### src/line_sync_map.svh
// Register offsets, field positions and reset values of the line-mode and sync block
// Contract
// - Line-mode bit 0 selects normal (0) or line-by-line colour (1) operation.
// - Line-by-line forces single-channel select to 1 and mono channel to 00.
// - Line-by-line disables green and blue gain amplifiers to save power.
// - Auto-cycle-or-clamp bit 1 matters only in line-by-line mode.
// - Bit 1 at 0: shared pin is clamp input, muxes selected internally.
// - Bit 1 at 1: colour auto-cycles on pulses of the shared pin.
// - While auto-cycling, the shared pin never drives reset level clamping.
// - Internal clamp bit 3 counts only in line-by-line with auto-cycling.
// - Force bit 2 in line-by-line makes input mux follow forced colour.
// - Internal colour field 5:4 decodes 00 red, 01 green, 10 blue.
// - Forced colour field 7:6 decodes 00 red, 01 green, 10 blue.
// - Sync detect bit 0 at 0 passes the sample pin straight through.
// - Sync detect at 1 turns a sample pin edge into an internal pulse.
// - Sync delay field 3:1 has no effect while detection is off.
// - Internal pulse lags the edge by delay-field clock periods; resets 000.
// - Polarity bit 0 detects falling edges, 1 detects rising edges.
// - Any write to the auto-cycle reset location returns the counter to red.
`ifndef LINE_SYNC_MAP_SVH
`define LINE_SYNC_MAP_SVH

// Byte addresses on the register bus
`define ADDR_LINE_MODE   12'h000
`define ADDR_SYNC_DET    12'h004
`define ADDR_ACYC_RESET  12'h008
`define ADDR_STATUS      12'h00C
`define ADDR_BITS        12

// Line-mode field positions
`define LM_LINE_SEQ      0
`define LM_ACYC_SEL      1
`define LM_FORCE_EN      2
`define LM_CLAMP_INT     3
`define LM_INT_COL_LO    4
`define LM_FRC_COL_LO    6

// Sync-detect field positions
`define SD_ENABLE        0
`define SD_DELAY_LO      1
`define SD_POLARITY      4

// Reset values
`define LINE_MODE_RST    8'h00
`define SYNC_DET_RST     8'h00

// Colour codes
`define COL_RED          2'h0
`define COL_GREEN        2'h1
`define COL_BLUE         2'h2

`endif

### src/line_sync_pkg.sv
// Types shared by the line-mode and sync block
package line_sync_pkg;

    // Colour channel selection
    typedef enum logic [1:0] {
        COL_RED_E   = 2'h0,
        COL_GREEN_E = 2'h1,
        COL_BLUE_E  = 2'h2,
        COL_RSVD_E  = 2'h3
    } colour_t;

    // Multiplexer and clamp controls to the analogue chain
    typedef struct packed {
        logic [1:0] input_sel;
        logic [1:0] gain_sel;
        logic [1:0] offset_sel;
        logic       mono_force;
        logic [1:0] mono_channel;
        logic       green_pga_off;
        logic       blue_pga_off;
        logic       clamp_en;
    } mux_ctrl_t;

    // Sync detector states
    typedef enum logic [2:0] {
        SD_IDLE  = 3'b001,
        SD_WAIT  = 3'b010,
        SD_PULSE = 3'b100
    } sync_state_t;

    // Sync detector state
    typedef struct packed {
        sync_state_t state;
        logic [2:0]  count;
        logic        pin_d;
        logic        pulse;
    } sync_reg_t;

endpackage

### src/sync_detect.sv
// Sample-sync edge detector with programmable delay
`timescale 1ns/10ps
module sync_detect (
    // Clock and reset
    input  wire logic       ref_clk_i,
    input  wire logic       rst_i,
    // Control
    input  wire logic       enable_i,
    input  wire logic       polarity_i,
    input  wire logic [2:0] delay_i,
    // Synchronised sample pin
    input  wire logic       pin_i,
    // Timing pulse
    output logic            pulse_o
);

    line_sync_pkg::sync_reg_t s_r;
    line_sync_pkg::sync_reg_t s_nxt;
    logic                     edge_seen;

    // Edge of the chosen polarity
    assign edge_seen = polarity_i ? (pin_i & ~s_r.pin_d)
                                  : (~pin_i & s_r.pin_d);

    // Next state
    always_comb begin
        s_nxt       = s_r;
        s_nxt.pin_d = pin_i;
        s_nxt.pulse = 1'b0;
        case (s_r.state)
            line_sync_pkg::SD_IDLE: begin
                if (enable_i && edge_seen) begin
                    if (delay_i == 3'h0) begin
                        s_nxt.pulse = 1'b1;
                        s_nxt.state = line_sync_pkg::SD_PULSE;
                    end else begin
                        s_nxt.count = delay_i;
                        s_nxt.state = line_sync_pkg::SD_WAIT;
                    end
                end
            end
            line_sync_pkg::SD_WAIT: begin
                // Delay counted in master clock periods
                if (s_r.count == 3'h1) begin
                    s_nxt.pulse = 1'b1;
                    s_nxt.state = line_sync_pkg::SD_PULSE;
                end
                s_nxt.count = s_r.count - 3'h1;
            end
            line_sync_pkg::SD_PULSE: begin
                s_nxt.state = line_sync_pkg::SD_IDLE;
            end
            default: begin
                s_nxt.state = line_sync_pkg::SD_IDLE;
            end
        endcase
        // Disabling abandons any pending pulse
        if (!enable_i) begin
            s_nxt.state = line_sync_pkg::SD_IDLE;
            s_nxt.pulse = 1'b0;
        end
    end

    // State register
    always_ff @(posedge ref_clk_i or posedge rst_i) begin
        if (rst_i) begin
            s_r <= '{state: line_sync_pkg::SD_IDLE, count: 3'h0, pin_d: 1'b0, pulse: 1'b0};
        end else begin
            s_r <= s_nxt;
        end
    end

    assign pulse_o = s_r.pulse;

endmodule

### src/line_sync_ctrl.sv
// Line-by-line colour control and sample-sync detect with APB register access
`timescale 1ns/10ps
`include "line_sync_map.svh"
module line_sync_ctrl (
    // Clock and reset
    input  wire logic        ref_clk_i,
    input  wire logic        rst_i,
    // APB slave
    input  wire logic        psel_i,
    input  wire logic        penable_i,
    input  wire logic        pwrite_i,
    input  wire logic [11:0] paddr_i,
    input  wire logic [31:0] pwdata_i,
    input  wire logic [3:0]  pstrb_i,
    output logic      [31:0] prdata_o,
    output logic             pready_o,
    output logic             pslverr_o,
    // Pins from the timing controller
    input  wire logic        shared_clamp_cycle_pin_i,
    input  wire logic        video_sample_pin_i,
    // Analogue chain controls
    output logic      [1:0]  input_sel_o,
    output logic      [1:0]  gain_sel_o,
    output logic      [1:0]  offset_sel_o,
    output logic             mono_force_o,
    output logic      [1:0]  mono_channel_o,
    output logic             green_pga_off_o,
    output logic             blue_pga_off_o,
    output logic             clamp_en_o,
    output logic             timing_sample_o
);

    // Complete module state
    typedef struct packed {
        logic [7:0]              line_mode;
        logic [7:0]              sync_det;
        logic [1:0]              mono_channel;
        logic                    mono_select;
        logic [1:0]              cycle_colour;
        logic [1:0]              clamp_sync;
        logic [1:0]              sample_sync;
        logic                    clamp_pin_d;
        line_sync_pkg::mux_ctrl_t ctrl;
        logic                    timing;
        logic [31:0]             rdata;
        logic                    ready;
        logic                    slverr;
    } state_t;

    state_t st_r;
    state_t st_nxt;
    logic   sync_pulse;

    // Map reserved colour code onto red so muxes never see an undefined select
    function automatic logic [1:0] colour_decode(input logic [1:0] code);
        case (code)
            `COL_GREEN: colour_decode = `COL_GREEN;
            `COL_BLUE:  colour_decode = `COL_BLUE;
            default:    colour_decode = `COL_RED;
        endcase
    endfunction

    // Step red, green, blue and back
    function automatic logic [1:0] colour_next(input logic [1:0] code);
        case (code)
            `COL_RED:   colour_next = `COL_GREEN;
            `COL_GREEN: colour_next = `COL_BLUE;
            default:    colour_next = `COL_RED;
        endcase
    endfunction

    // Sync detector runs on the synchronised sample pin
    sync_detect u_sync (
        .ref_clk_i  (ref_clk_i),
        .rst_i      (rst_i),
        .enable_i   (st_r.sync_det[`SD_ENABLE]),
        .polarity_i (st_r.sync_det[`SD_POLARITY]),
        .delay_i    (st_r.sync_det[`SD_DELAY_LO +: 3]),
        .pin_i      (st_r.sample_sync[1]),
        .pulse_o    (sync_pulse)
    );

    // Next state
    always_comb begin
        logic       setup_wr;
        logic       access;
        logic       line_seq;
        logic       acyc;
        logic       force_en;
        logic       cycle_pulse;
        logic [1:0] int_col;
        logic [1:0] frc_col;
        logic [1:0] sel_col;
        setup_wr    = 1'b0;
        access      = 1'b0;
        line_seq    = 1'b0;
        acyc        = 1'b0;
        force_en    = 1'b0;
        cycle_pulse = 1'b0;
        int_col     = `COL_RED;
        frc_col     = `COL_RED;
        sel_col     = `COL_RED;
        st_nxt      = st_r;

        // Pin synchronisers: second stage is the only reader of the first
        st_nxt.clamp_sync  = {st_r.clamp_sync[0], shared_clamp_cycle_pin_i};
        st_nxt.sample_sync = {st_r.sample_sync[0], video_sample_pin_i};
        st_nxt.clamp_pin_d = st_r.clamp_sync[1];

        // APB: one wait state per access phase, answer registered one cycle after access starts
        access          = psel_i && penable_i && !st_r.ready;
        setup_wr        = access && pwrite_i;
        st_nxt.ready    = access;
        st_nxt.slverr   = 1'b0;
        st_nxt.rdata    = 32'h0000_0000;
        if (access) begin
            case (paddr_i)
                `ADDR_LINE_MODE: begin
                    if (setup_wr && pstrb_i[0]) begin
                        st_nxt.line_mode = pwdata_i[7:0];
                    end
                    st_nxt.rdata = {24'h00_0000, st_r.line_mode};
                end
                `ADDR_SYNC_DET: begin
                    if (setup_wr && pstrb_i[0]) begin
                        st_nxt.sync_det = pwdata_i[7:0];
                    end
                    st_nxt.rdata = {24'h00_0000, st_r.sync_det};
                end
                `ADDR_ACYC_RESET: begin
                    st_nxt.rdata = 32'h0000_0000;
                end
                `ADDR_STATUS: begin
                    st_nxt.rdata = {28'h000_0000, st_r.ctrl.clamp_en, st_r.timing,
                                    st_r.cycle_colour};
                end
                default: begin
                    st_nxt.slverr = 1'b1;
                end
            endcase
        end

        // Decoded mode bits
        line_seq = st_r.line_mode[`LM_LINE_SEQ];
        acyc     = line_seq && st_r.line_mode[`LM_ACYC_SEL];
        force_en = line_seq && st_r.line_mode[`LM_FORCE_EN];
        int_col  = colour_decode(st_r.line_mode[`LM_INT_COL_LO +: 2]);
        frc_col  = colour_decode(st_r.line_mode[`LM_FRC_COL_LO +: 2]);

        // Auto-cycle on rising pin edge; a reset write wins over a pulse
        cycle_pulse = acyc && st_r.clamp_sync[1] && !st_r.clamp_pin_d;
        if (cycle_pulse) begin
            st_nxt.cycle_colour = colour_next(st_r.cycle_colour);
        end
        if (setup_wr && paddr_i == `ADDR_ACYC_RESET) begin
            st_nxt.cycle_colour = `COL_RED;
        end

        // Colour feeding gain and offset muxes
        sel_col = acyc ? st_r.cycle_colour : int_col;
        if (line_seq) begin
            st_nxt.ctrl.gain_sel   = sel_col;
            st_nxt.ctrl.offset_sel = sel_col;
            st_nxt.ctrl.input_sel  = force_en ? frc_col : sel_col;
        end else begin
            // Normal mode: single-channel choice drives all muxes
            st_nxt.ctrl.gain_sel   = st_r.mono_channel;
            st_nxt.ctrl.offset_sel = st_r.mono_channel;
            st_nxt.ctrl.input_sel  = st_r.mono_channel;
        end

        // Forced single-channel setup, reset-held single-channel values kept underneath
        st_nxt.ctrl.mono_force    = line_seq ? 1'b1 : st_r.mono_select;
        st_nxt.ctrl.mono_channel  = line_seq ? `COL_RED : st_r.mono_channel;
        st_nxt.ctrl.green_pga_off = line_seq;
        st_nxt.ctrl.blue_pga_off  = line_seq;

        // Clamp source: pin unless auto-cycling, then the internal bit
        if (acyc) begin
            st_nxt.ctrl.clamp_en = st_r.line_mode[`LM_CLAMP_INT];
        end else begin
            st_nxt.ctrl.clamp_en = st_r.clamp_sync[1];
        end

        // Timing output: raw pin or detected pulse; delay unused when raw
        if (st_r.sync_det[`SD_ENABLE]) begin
            st_nxt.timing = sync_pulse;
        end else begin
            st_nxt.timing = st_r.sample_sync[1];
        end
    end

    // State register
    always_ff @(posedge ref_clk_i or posedge rst_i) begin
        if (rst_i) begin
            st_r              <= '0;
            st_r.line_mode    <= `LINE_MODE_RST;
            st_r.sync_det     <= `SYNC_DET_RST;
            st_r.cycle_colour <= `COL_RED;
        end else begin
            st_r <= st_nxt;
        end
    end

    // Outputs straight from the state register
    assign prdata_o        = st_r.rdata;
    assign pready_o        = st_r.ready;
    assign pslverr_o       = st_r.slverr;
    assign input_sel_o     = st_r.ctrl.input_sel;
    assign gain_sel_o      = st_r.ctrl.gain_sel;
    assign offset_sel_o    = st_r.ctrl.offset_sel;
    assign mono_force_o    = st_r.ctrl.mono_force;
    assign mono_channel_o  = st_r.ctrl.mono_channel;
    assign green_pga_off_o = st_r.ctrl.green_pga_off;
    assign blue_pga_off_o  = st_r.ctrl.blue_pga_off;
    assign clamp_en_o      = st_r.ctrl.clamp_en;
    assign timing_sample_o = st_r.timing;

endmodule

### config.mk
export PLATFORM = sky130hd
export DESIGN_NAME = line_sync_ctrl
export DESIGN_NICKNAME = d
export VERILOG_FILES = /design/src/line_sync_pkg.sv /design/src/sync_detect.sv /design/src/line_sync_ctrl.sv
export VERILOG_INCLUDE_DIRS = /design/src /design/src/src
export SDC_FILE = /design/constraint.sdc
export NUM_CORES = 1
export LEC_CHECK = 0
export BUFFER_PORTS_ARGS = -buffer_cell sky130_fd_sc_hd__buf_2
export CORE_MARGIN = 2
export CORE_UTILIZATION = 51
export CTS_CLUSTER_DIAMETER = 150
export DETAILED_ROUTE_END_ITERATION = 8
export PLACE_DENSITY = 0.91
export SLEW_MARGIN = 10
export SYNTH_ARGS = -nofsm -noshare
export SYNTH_HDL_FRONTEND = slang
export SYNTH_SLANG_ARGS = --single-unit
### constraint.sdc
create_clock -name ref_clk_i -period 2.6 [get_ports ref_clk_i]
set_clock_uncertainty 0.2 [all_clocks]
set_input_delay 0.26 -clock ref_clk_i [delete_from_list [all_inputs] [get_ports ref_clk_i]]
set_output_delay 0.26 -clock ref_clk_i [all_outputs]
set_load 0.01 [all_outputs]
==> run summary, run 1 <==
Status: finished with violations
Violated checks: negative hold slack
Post-synth EDFFs: 0
Static Leakage: 1.31 nW
H-tree levels: 2
Final setup viols: 0
Setup Fix Bufs, Post-CTS: 0
Reg2reg end: st_r[69]$_DFFE_PP0P_
Fmax: 496 MHz
Top_reg_cell synth: dfrtp_1
Die span in x: 72.5 µm
Clock slew at reported path FFs: 80 ps
Via density: 5.39
Synth warn: 0
Critical path data arrival time: 2010 ps
Layout Nets: 303
Synth area leader: dfrtp_1
Non-Filler Instances: 299
Post-DP Area: 2460 µm²
CTS Buffer Depth: 2
Min setup slack post-route: 585 ps
Drt wl/cell: 14.6 µm
Routed Antenna Nets: 0
Seq/Total Area, Yosys: 50.3%
First-pass DRT Iterations: 4
Synth Cell Area: 2390 µm²
Routed wire length on met3: 298 µm
Final Hold Viols: 47
Hold Path Class: primary input to async pin
Placed insts: 287
Crit Path Class: flip-flop to flip-flop
Fin Hold WS: -26.4 ps
FF-to-FF path depth: 4
Synth top area share: 49.2%
R2R Path Start: pready_o$_DFF_PP0_
CORE AREA: 4440 µm²
Syn-to-layout area delta: 8.38%
Unrepaired setup endpoints after global routing: no
Crit-path cells: and4bb_1 > nand4_2 > nor3_4 > mux2_2
DRC Markers: 0
CP peak stage delay: 430 ps
Drt first-iter violations: 203
# port buffers: 48
Final core occ: 58.3%
Diode count: 0
Async SR Flop Fraction: 100%
Final period util: 77.5%
Final Cell Area: 2590 µm²
Total congestion overflow: 0
Clock Latency Late Sink: 300 ps
Resized cells post-CTS: 0
Final Wtd Congestion: 0.886
Met1 wire length: 1760 µm
Vias in the first global route: 1558
Final WL: 4360 µm
Ports: 102
CTS Root Cell: clkbuf_8
R2r setup slk: 590 ps
Worst EP required: 2590 ps
DIE AREA: 5250 µm²
Fraction of layout cells with a size suffix above 1: 32.4%
Top post-synthesis cells by area: dfrtp_1 (49%), buf_4 (13%), mux2_2 (8.5%)
Met2 Routed Length: 2170 µm
CTS Sinks: 48
CP startpoint: pready_o$_DFF_PP0_
Relative slew slack: 35.0%
Vias: 1611
Top layer in use: met4
Max Cap Violations: 0
Top cells by count, synth: dfrtp_1 (47), buf_4 (42), mux2_2 (18), nor2_1 (13)
Initial Util: 53.8%
Initial antenna violation count: 0
Synthesized netlist cell count: 208
Crit path max fanout: 8
Max Transition Viols Final: 0
Num CTS Buffers: 5
Actual slew at the worst max-slew pin: 974 ps
Worst setup EP type: flip-flop
Setup WS pre-CTS: 412 ps
Largest net degree at the start of global routing: 49
Die height: 72.5 µm
Max IR drop VDD: 0.298 mV
Unique cell type count in the Yosys netlist: 38
Number of synthesized register bits: 48
# fillers: 364
Startpoint types: flip-flop
Fin Setup TNS: 0 ps
First-pass GRT wire length: 7070 µm
Gr usage total: 17.9%
Most frequent cell after synthesis: dfrtp_1
Site Rows: 24
HPWL after DPL: 3210 µm
Critical path's slowest cell: nor3_4
Total power: 1.31 mW
PD cells: 504 nW/µm²
Post-layout min period: 2010 ps
Synthesized area per cell: 11.5 µm²
CTS tree: yes
[worst max-delay path by stage]
| stage | slack (ps) | end | depth (start not counted) |
|---|---|---|---|
| after detailed placement | 410 | st_r[61]$_DFFE_PP0P_ | 5 |
| after global placement | 480 | st_r[60]$_DFFE_PP0P_ | 5 |
| final | 590 | st_r[69]$_DFFE_PP0P_ | 4 |
| after floorplan | 740 | st_r[57]$_DFFE_PP0P_ | 4 |
| after CTS | 590 | st_r[61]$_DFFE_PP0P_ | 4 |
| after global routing | 540 | st_r[61]$_DFFE_PP0P_ | 4 |
[sequential cells by signal, indices dropped and copies added (netlist names)]
signal / cells
clamp_en_o: 1
u_sync.pulse_o: 1
prdata_o: 8
st_r: 19
gain_sel_o: 2
pslverr_o: 1
input_sel_o: 2
timing_sample_o: 1
u_sync.s_r: 7
st_nxt: 4
blue_pga_off_o: 1
pready_o: 1
[layer usage]
| layer | up-vias | GRT usage, % |
|---|---|---|
| met5 | - | 0 |
| met1 | 771 | 21.8 |
| li1 | 739 | - |
| met3 | 15 | 3.89 |
| met2 | 86 | 29.8 |
| met4 | 0 | 9.26 |
[area by class of cell]
class                   count  area [µm²]  share of cell area [%]
clock buffers               7        86.3                    3.33
clock inverters             1        7.51                   0.290
inverters                   7        26.3                    1.01
flip-flops and latches     48        1200                    46.4
multi-input cells         132         922                    35.6
repair buffers             52         280                    10.8
well taps                  52        65.1                    2.51
[power breakdown]
group / total (mW) / switching, mW / internal (mW)
logic: 0.0910 / 0.0605 / 0.0306
clock network: 0.456 / 0.240 / 0.216
registers: 0.758 / 0.00422 / 0.754
total: 1.31 / 0.305 / 1.00
[timing repair]
action                                 CTS  global route
setup endpoints to repair                0             0
hold buffers                             4             0
endpoints found under the hold margin    6             0
[logic make-up after synthesis]
| group | synth area share, % |
|---|---|
| other | 0.157 |
| AOI/OAI and AO/OA | 7.54 |
| muxes | 11.8 |
| buffers and inverters | 15.0 |
| and+or+nand+nor | 14.1 |
| DFF | 50.3 |
| adders and majority gates | 1.05 |
[cells in the final DEF (no fill, tap or decap), types with 2 or more instances in the layout]
cell type      Yosys  final
a21boi_0           3      3
a21oi_1            8      8
a31oi_1            5      5
buf_2              2     48
clkbuf_8           0      6
conb_1             1     26
dfrtp_1           47     47
dlygate4sd3_1      0      4
ha_1               2      2
inv_1              7      6
mux2_2            18     18
mux2i_1            8      8
nand2_1            2      2
nand3_1            2      2
nand3b_1           4      4
nand4_1            2      2
nand4b_1           3      3
nor2_1            13     13
nor2b_1            3      3
nor3_1             8      8
nor3_4             2      2
nor3b_1            4      4
o21ai_0            4      4
o31ai_1            2      2
[critical path: cells and delay by family (launching register included)]
kind | cells | cell delay, ps
simple gates | 3 | 930
mux | 1 | 400
flops | 1 | 380
Note: power is estimated with default switching activity, not from simulation.
==> run 2: changes to the inputs <==
CORE_UTILIZATION = 48   (was 51)
PLACE_DENSITY = 0.86   (was 0.91)
clock period = 1.9 ns   (was 2.6 ns; I/O delays follow)
==> run 2 against run 1 <==
The flow now finishes without violations. First-iteration DRC count fell by 50%. Register-to-register slack worse by 550 ps. Sequential share of layout area is 2.9 points lower. Core utilization decreased by 0.22 points. Die area rose by 5.9%. Maximum frequency grew 8.3%. Routed wire length increased by 9.3%. Critical endpoint is now st_r[57]$_DFFE_PP0P_. Highest routed layer unchanged.
==> run summary, run 2 (synthesized netlist as in run 1, its figures left out) <==
Placed insts: 311
Routed Antenna Nets: 0
H-tree levels: 2
Worst EP required: 1890 ps
Fin Setup TNS: 0 ps
Vias: 1623
Final Wtd Congestion: 0.833
Most frequent cells in the layout: buf_2 (48), dfrtp_1 (47), conb_1 (26), mux2_2 (18), nor2_1 (13)
Fin Hold WS: 53.7 ps
HPWL after DPL: 3560 µm
Diode count: 0
PD cells: 656 nW/µm²
Fraction of layout cells with a size suffix above 1: 34.6%
Crit path max fanout: 4
Vias in the first global route: 1626
# fillers: 397
Hold Path Class: primary input to flip-flop
CTS Sinks: 48
CORE AREA: 4750 µm²
DIE AREA: 5560 µm²
Drt first-iter violations: 102
Final period util: 97.9%
Top reg by flops: st_r
Ports: 102
Largest net degree at the start of global routing: 49
Setup WS pre-CTS: 19.3 ps
Crit-path leading delay family: simple AND/OR/NAND/NOR gates
First-pass GRT wire length: 7600 µm
Total congestion overflow: 0
Relative slew slack: 60.5%
Startpoint types: flip-flop
Actual slew at the worst max-slew pin: 592 ps
CTS Root Cell: clkbuf_8
Max Transition Viols Final: 0
Initial Util: 50.3%
Total power: 1.81 mW
Site Rows: 25
Num CTS Buffers: 5
Final setup viols: 0
Drt wl/cell: 14.4 µm
Worst path depth: 5
Number of flip-flops in the largest register: 19
Clock slew at reported path FFs: 90 ps
CP peak stage delay: 390 ps
Via density: 4.92
Die height: 74.6 µm
Final Hold Viols: 0
Fmax: 538 MHz
Status: completed
FF-to-FF path depth: 5
CTS Buffer Depth: 2
Buf+Inv Stages, Crit Path: 1
Layout Nets: 319
Die span in x: 74.6 µm
First-pass DRT Iterations: 4
WHS Path Cells: 3
Worst setup EP type: flip-flop
Unrepaired setup endpoints after global routing: yes
Initial antenna violation count: 0
Final WL: 4770 µm
Critical path's slowest cell: dfrtp_1
Commonest non-fill, non-tap cell in the layout: buf_2
# port buffers: 48
Min setup slack post-route: 39.8 ps
Crit-path cells: and4bb_2 > nand4_4 > nor3_4 > buf_4 > mux2_2
DRC Markers: 0
Non-Filler Instances: 330
Post-layout min period: 1860 ps
Gr usage total: 18.4%
Static Leakage: 1.38 nW
Clock Latency Late Sink: 300 ps
Crit Path Class: flip-flop to flip-flop
Max IR drop VDD: 0.247 mV
CTS tree: yes
Syn-to-layout area delta: 15.5%
Max Cap Violations: 0
Critical path data arrival time: 1850 ps
[run 2: power by group]
part	total [mW]	switching, mW	internal, mW
clock	0.626	0.330	0.296
combinational	0.146	0.0881	0.0577
sequential	1.04	0.00630	1.03
total	1.81	0.425	1.39
[run 2: routing by layer]
| layer | GRT usage (%) | routed length (µm) | share of wire (%) | vias up |
|---|---|---|---|---|
| met1 | 22.7 | 1970 | 41 | 784 |
| met5 | 0 | 0 | 0 | - |
| met2 | 32.5 | 2510 | 53 | 61 |
| met4 | 7.94 | 82 | 1.7 | 0 |
| li1 | - | - | - | 770 |
| met3 | 2.17 | 208 | 4.4 | 8 |
[run 2: final cells by class]
type / instances / area [µm²] / share of cell area [%]
clock inverter: 1 / 7.51 / 0.272
multi-input combinational: 132 / 936 / 33.9
tap: 67 / 83.8 / 3.04
inverter: 7 / 26.3 / 0.952
clock buffer: 7 / 86.3 / 3.13
timing repair buffer: 68 / 418 / 15.1
sequential: 48 / 1200 / 43.6
[run 2: path summary, 6_finish.rpt]
| path | from | end | slack [ps] |
|---|---|---|---|
| worst max-delay path | pready_o$_DFF_PP0_ | st_r[57]$_DFFE_PP0P_ | 40 |
| worst min-delay path | paddr_i[5] | pslverr_o$_DFF_PP0_ | 50 |
| worst max register to register | pready_o$_DFF_PP0_ | st_r[57]$_DFFE_PP0P_ | 40 |
| worst min register to register | st_nxt[51]$_DFF_PP0_ | st_nxt[47]$_DFF_PP0_ | 150 |
| max in group asynchronous | rst_i | blue_pga_off_o$_DFF_PP0_ | 710 |
| min in group asynchronous | rst_i | u_sync.s_r[1]$_DFF_PP0_ | 380 |
[run 2: stage by stage]
stage | area [µm²] | util, %
floorplan | 2480 | -
global placement | 2540 | 53.5
detailed placement | 2540 | 53.5
CTS | 2760 | 57.9
global route | 2760 | 58.1
finish | 2760 | 58.1
[run 2: worst min-delay path: cells and delay by family]
family	cells	cell delay [ps]
buf+inv	1	90
compound gates	1	170
simple gates	1	70
[run 2: timing repair]
item	CTS	global route
gates resized for setup	1	2
hold endpoints to repair	65	0
hold buffers	11	0
setup buffers	0	0
pin swaps	0	0
endpoints found under the setup margin	1	17
gates cloned	0	0
==> run 3: changes to the inputs <==
GPL_TIMING_DRIVEN = 0   (was not set)
==> run 3 against run 2 <==
Maximum frequency up 1.1%. Via count grew 7.8%. Cell area increased by 11%. Final cell count up 12%. Global-route usage decreased by 0.085 points. Sequential power about the same. Clock power decreased by 2%. Core utilization grew 6.7 points. Routed wire length increased by 0.65%. Sequential share of layout area fell by 4.5 points.
==> run summary, run 3 (synthesized netlist as in run 1, its figures left out) <==
Post-DP Area: 2820 µm²
R2R Path Start: pready_o$_DFF_PP0_
Final Wtd Congestion: 0.800
Via density: 4.71
Crit-path cells: and4bb_2 > nand4_4 > nor3_4 > buf_4 > mux2_2
Fin Hold WS: 74.7 ps
Site Rows: 25
HPWL after DPL: 3600 µm
Die height: 74.6 µm
Routed Antenna Nets: 0
Die span in x: 74.6 µm
Final setup viols: 0
DIE AREA: 5560 µm²
Worst EP required: 1880 ps
Max Transition Viols Final: 0
Clock Latency Late Sink: 290 ps
Static Leakage: 1.61 nW
Final Cell Area: 3080 µm²
Vias: 1749
Layout Nets: 360
Post-layout min period: 1840 ps
Diode count: 0
Fin Setup TNS: 0 ps
Gr usage total: 18.3%
Most frequent cells in the layout: buf_2 (48), dfrtp_1 (47), buf_4 (46), conb_1 (26), mux2_2 (17)
Initial Util: 50.3%
Syn-to-layout area delta: 28.7%
Hold Path Class: primary input to flip-flop
Hold Crit Start: paddr_i[8]
Actual slew at the worst max-slew pin: 492 ps
CP startpoint: pready_o$_DFF_PP0_
Status: completed
CTS Buffer Depth: 2
CORE AREA: 4750 µm²
First-pass DRT Iterations: 5
CP peak stage delay: 390 ps
Max IR drop VDD: 0.453 mV
Final Hold Viols: 0
Final period util: 96.8%
# port buffers: 46
Multi-input logic area: 940 µm²
Top reg by flops: st_r
CTS Sinks: 48
Num CTS Buffers: 5
Crit path max fanout: 3
Final WL: 4800 µm
Crit Path Class: flip-flop to flip-flop
Reg area: 1200 µm²
Initial antenna violation count: 0
Drt first-iter violations: 63
Commonest non-fill, non-tap cell in the layout: buf_2
Ports: 102
CTS Root Cell: clkbuf_8
Drt wl/cell: 12.9 µm
Clock slew at reported path FFs: 80 ps
Vias in the first global route: 1632
Unrepaired setup endpoints after global routing: yes
Total congestion overflow: 0
Number of flip-flops in the largest register: 19
Fmax: 544 MHz
Largest net degree at the start of global routing: 37
Relative slew slack: 66.9%
H-tree levels: 2
Total power: 1.83 mW
CTS tree: yes
Max Cap Violations: 0
PD cells: 596 nW/µm²
# fillers: 381
Critical path data arrival time: 1820 ps
First-pass GRT wire length: 7580 µm
Startpoint types: flip-flop
Critical path's slowest cell: dfrtp_1
Fraction of layout cells with a size suffix above 1: 42.4%
Worst setup EP type: flip-flop
DRC Markers: 0
## run 3: per-layer routing
| layer | vias up | GRT usage, % | routed length (µm) |
|---|---|---|---|
| met1 | 816 | 23.1 | 2020 |
| met3 | 6 | 3.25 | 311 |
| met5 | - | 0 | 0 |
| met4 | 0 | 6.94 | 82 |
| met2 | 75 | 31.6 | 2380 |
| li1 | 852 | - | - |
## run 3: where the power goes
| group | switching, mW | internal [mW] | leakage [nW] |
|---|---|---|---|
| logic | 0.0937 | 0.0916 | 0.926 |
| registers | 0.00607 | 1.03 | 0.637 |
| clock network | 0.314 | 0.297 | 0.0455 |
| total | 0.414 | 1.42 | 1.61 |
## run 3: critical path: cells and delay by family, from the launching register on
kind,cells,cell delay (ps)
multiplexers,1,340
flip-flops,1,390
buffers and inverters,1,160
AND/OR/NAND/NOR,3,640
## run 3: repair_timing
action | 4_1_cts | 5_1_grt
gates resized for setup | 3 | 2
setup buffers | 4 | 1
pin swaps | 2 | 4
hold buffers | 11 | 0
hold endpoints to repair | 65 | 0
setup endpoints to repair | 16 | 17
## run 3: cell type report
type / count / area share [%]
Timing Repair Buffer: 63 / 13.1
Tap cell: 67 / 2.72
Clock buffer: 8 / 2.93
Multi-Input combinational cell: 132 / 30.5
Inverter: 7 / 0.854
Sequential cell: 48 / 39.1
Buffer: 46 / 10.8
## run 3: metrics by stage
| step | setup slack, ps | std cells | utilization (%) |
|---|---|---|---|
| after floorplan | 43.3 | 233 | - |
| after global placement | -153 | 346 | 58.8 |
| after detailed placement | -191 | 347 | 59.3 |
| after CTS | 1.18 | 370 | 64.4 |
| after global routing | -11.5 | 371 | 64.7 |
| final | 60.9 | 371 | 64.7 |
## run 3: path summary, 6_finish.rpt
check	to	slack, ps	cells past startpoint
min in group asynchronous	u_sync.s_r[3]$_DFFE_PP0P_	180	3
hold reg to reg	st_nxt[47]$_DFF_PP0_	150	0
setup / recovery	st_r[69]$_DFFE_PP0P_	60	5
setup reg to reg	st_r[69]$_DFFE_PP0P_	60	5
hold / removal	pslverr_o$_DFF_PP0_	70	3
max in group asynchronous	u_sync.s_r[5]$_DFFE_PP1P_	790	4
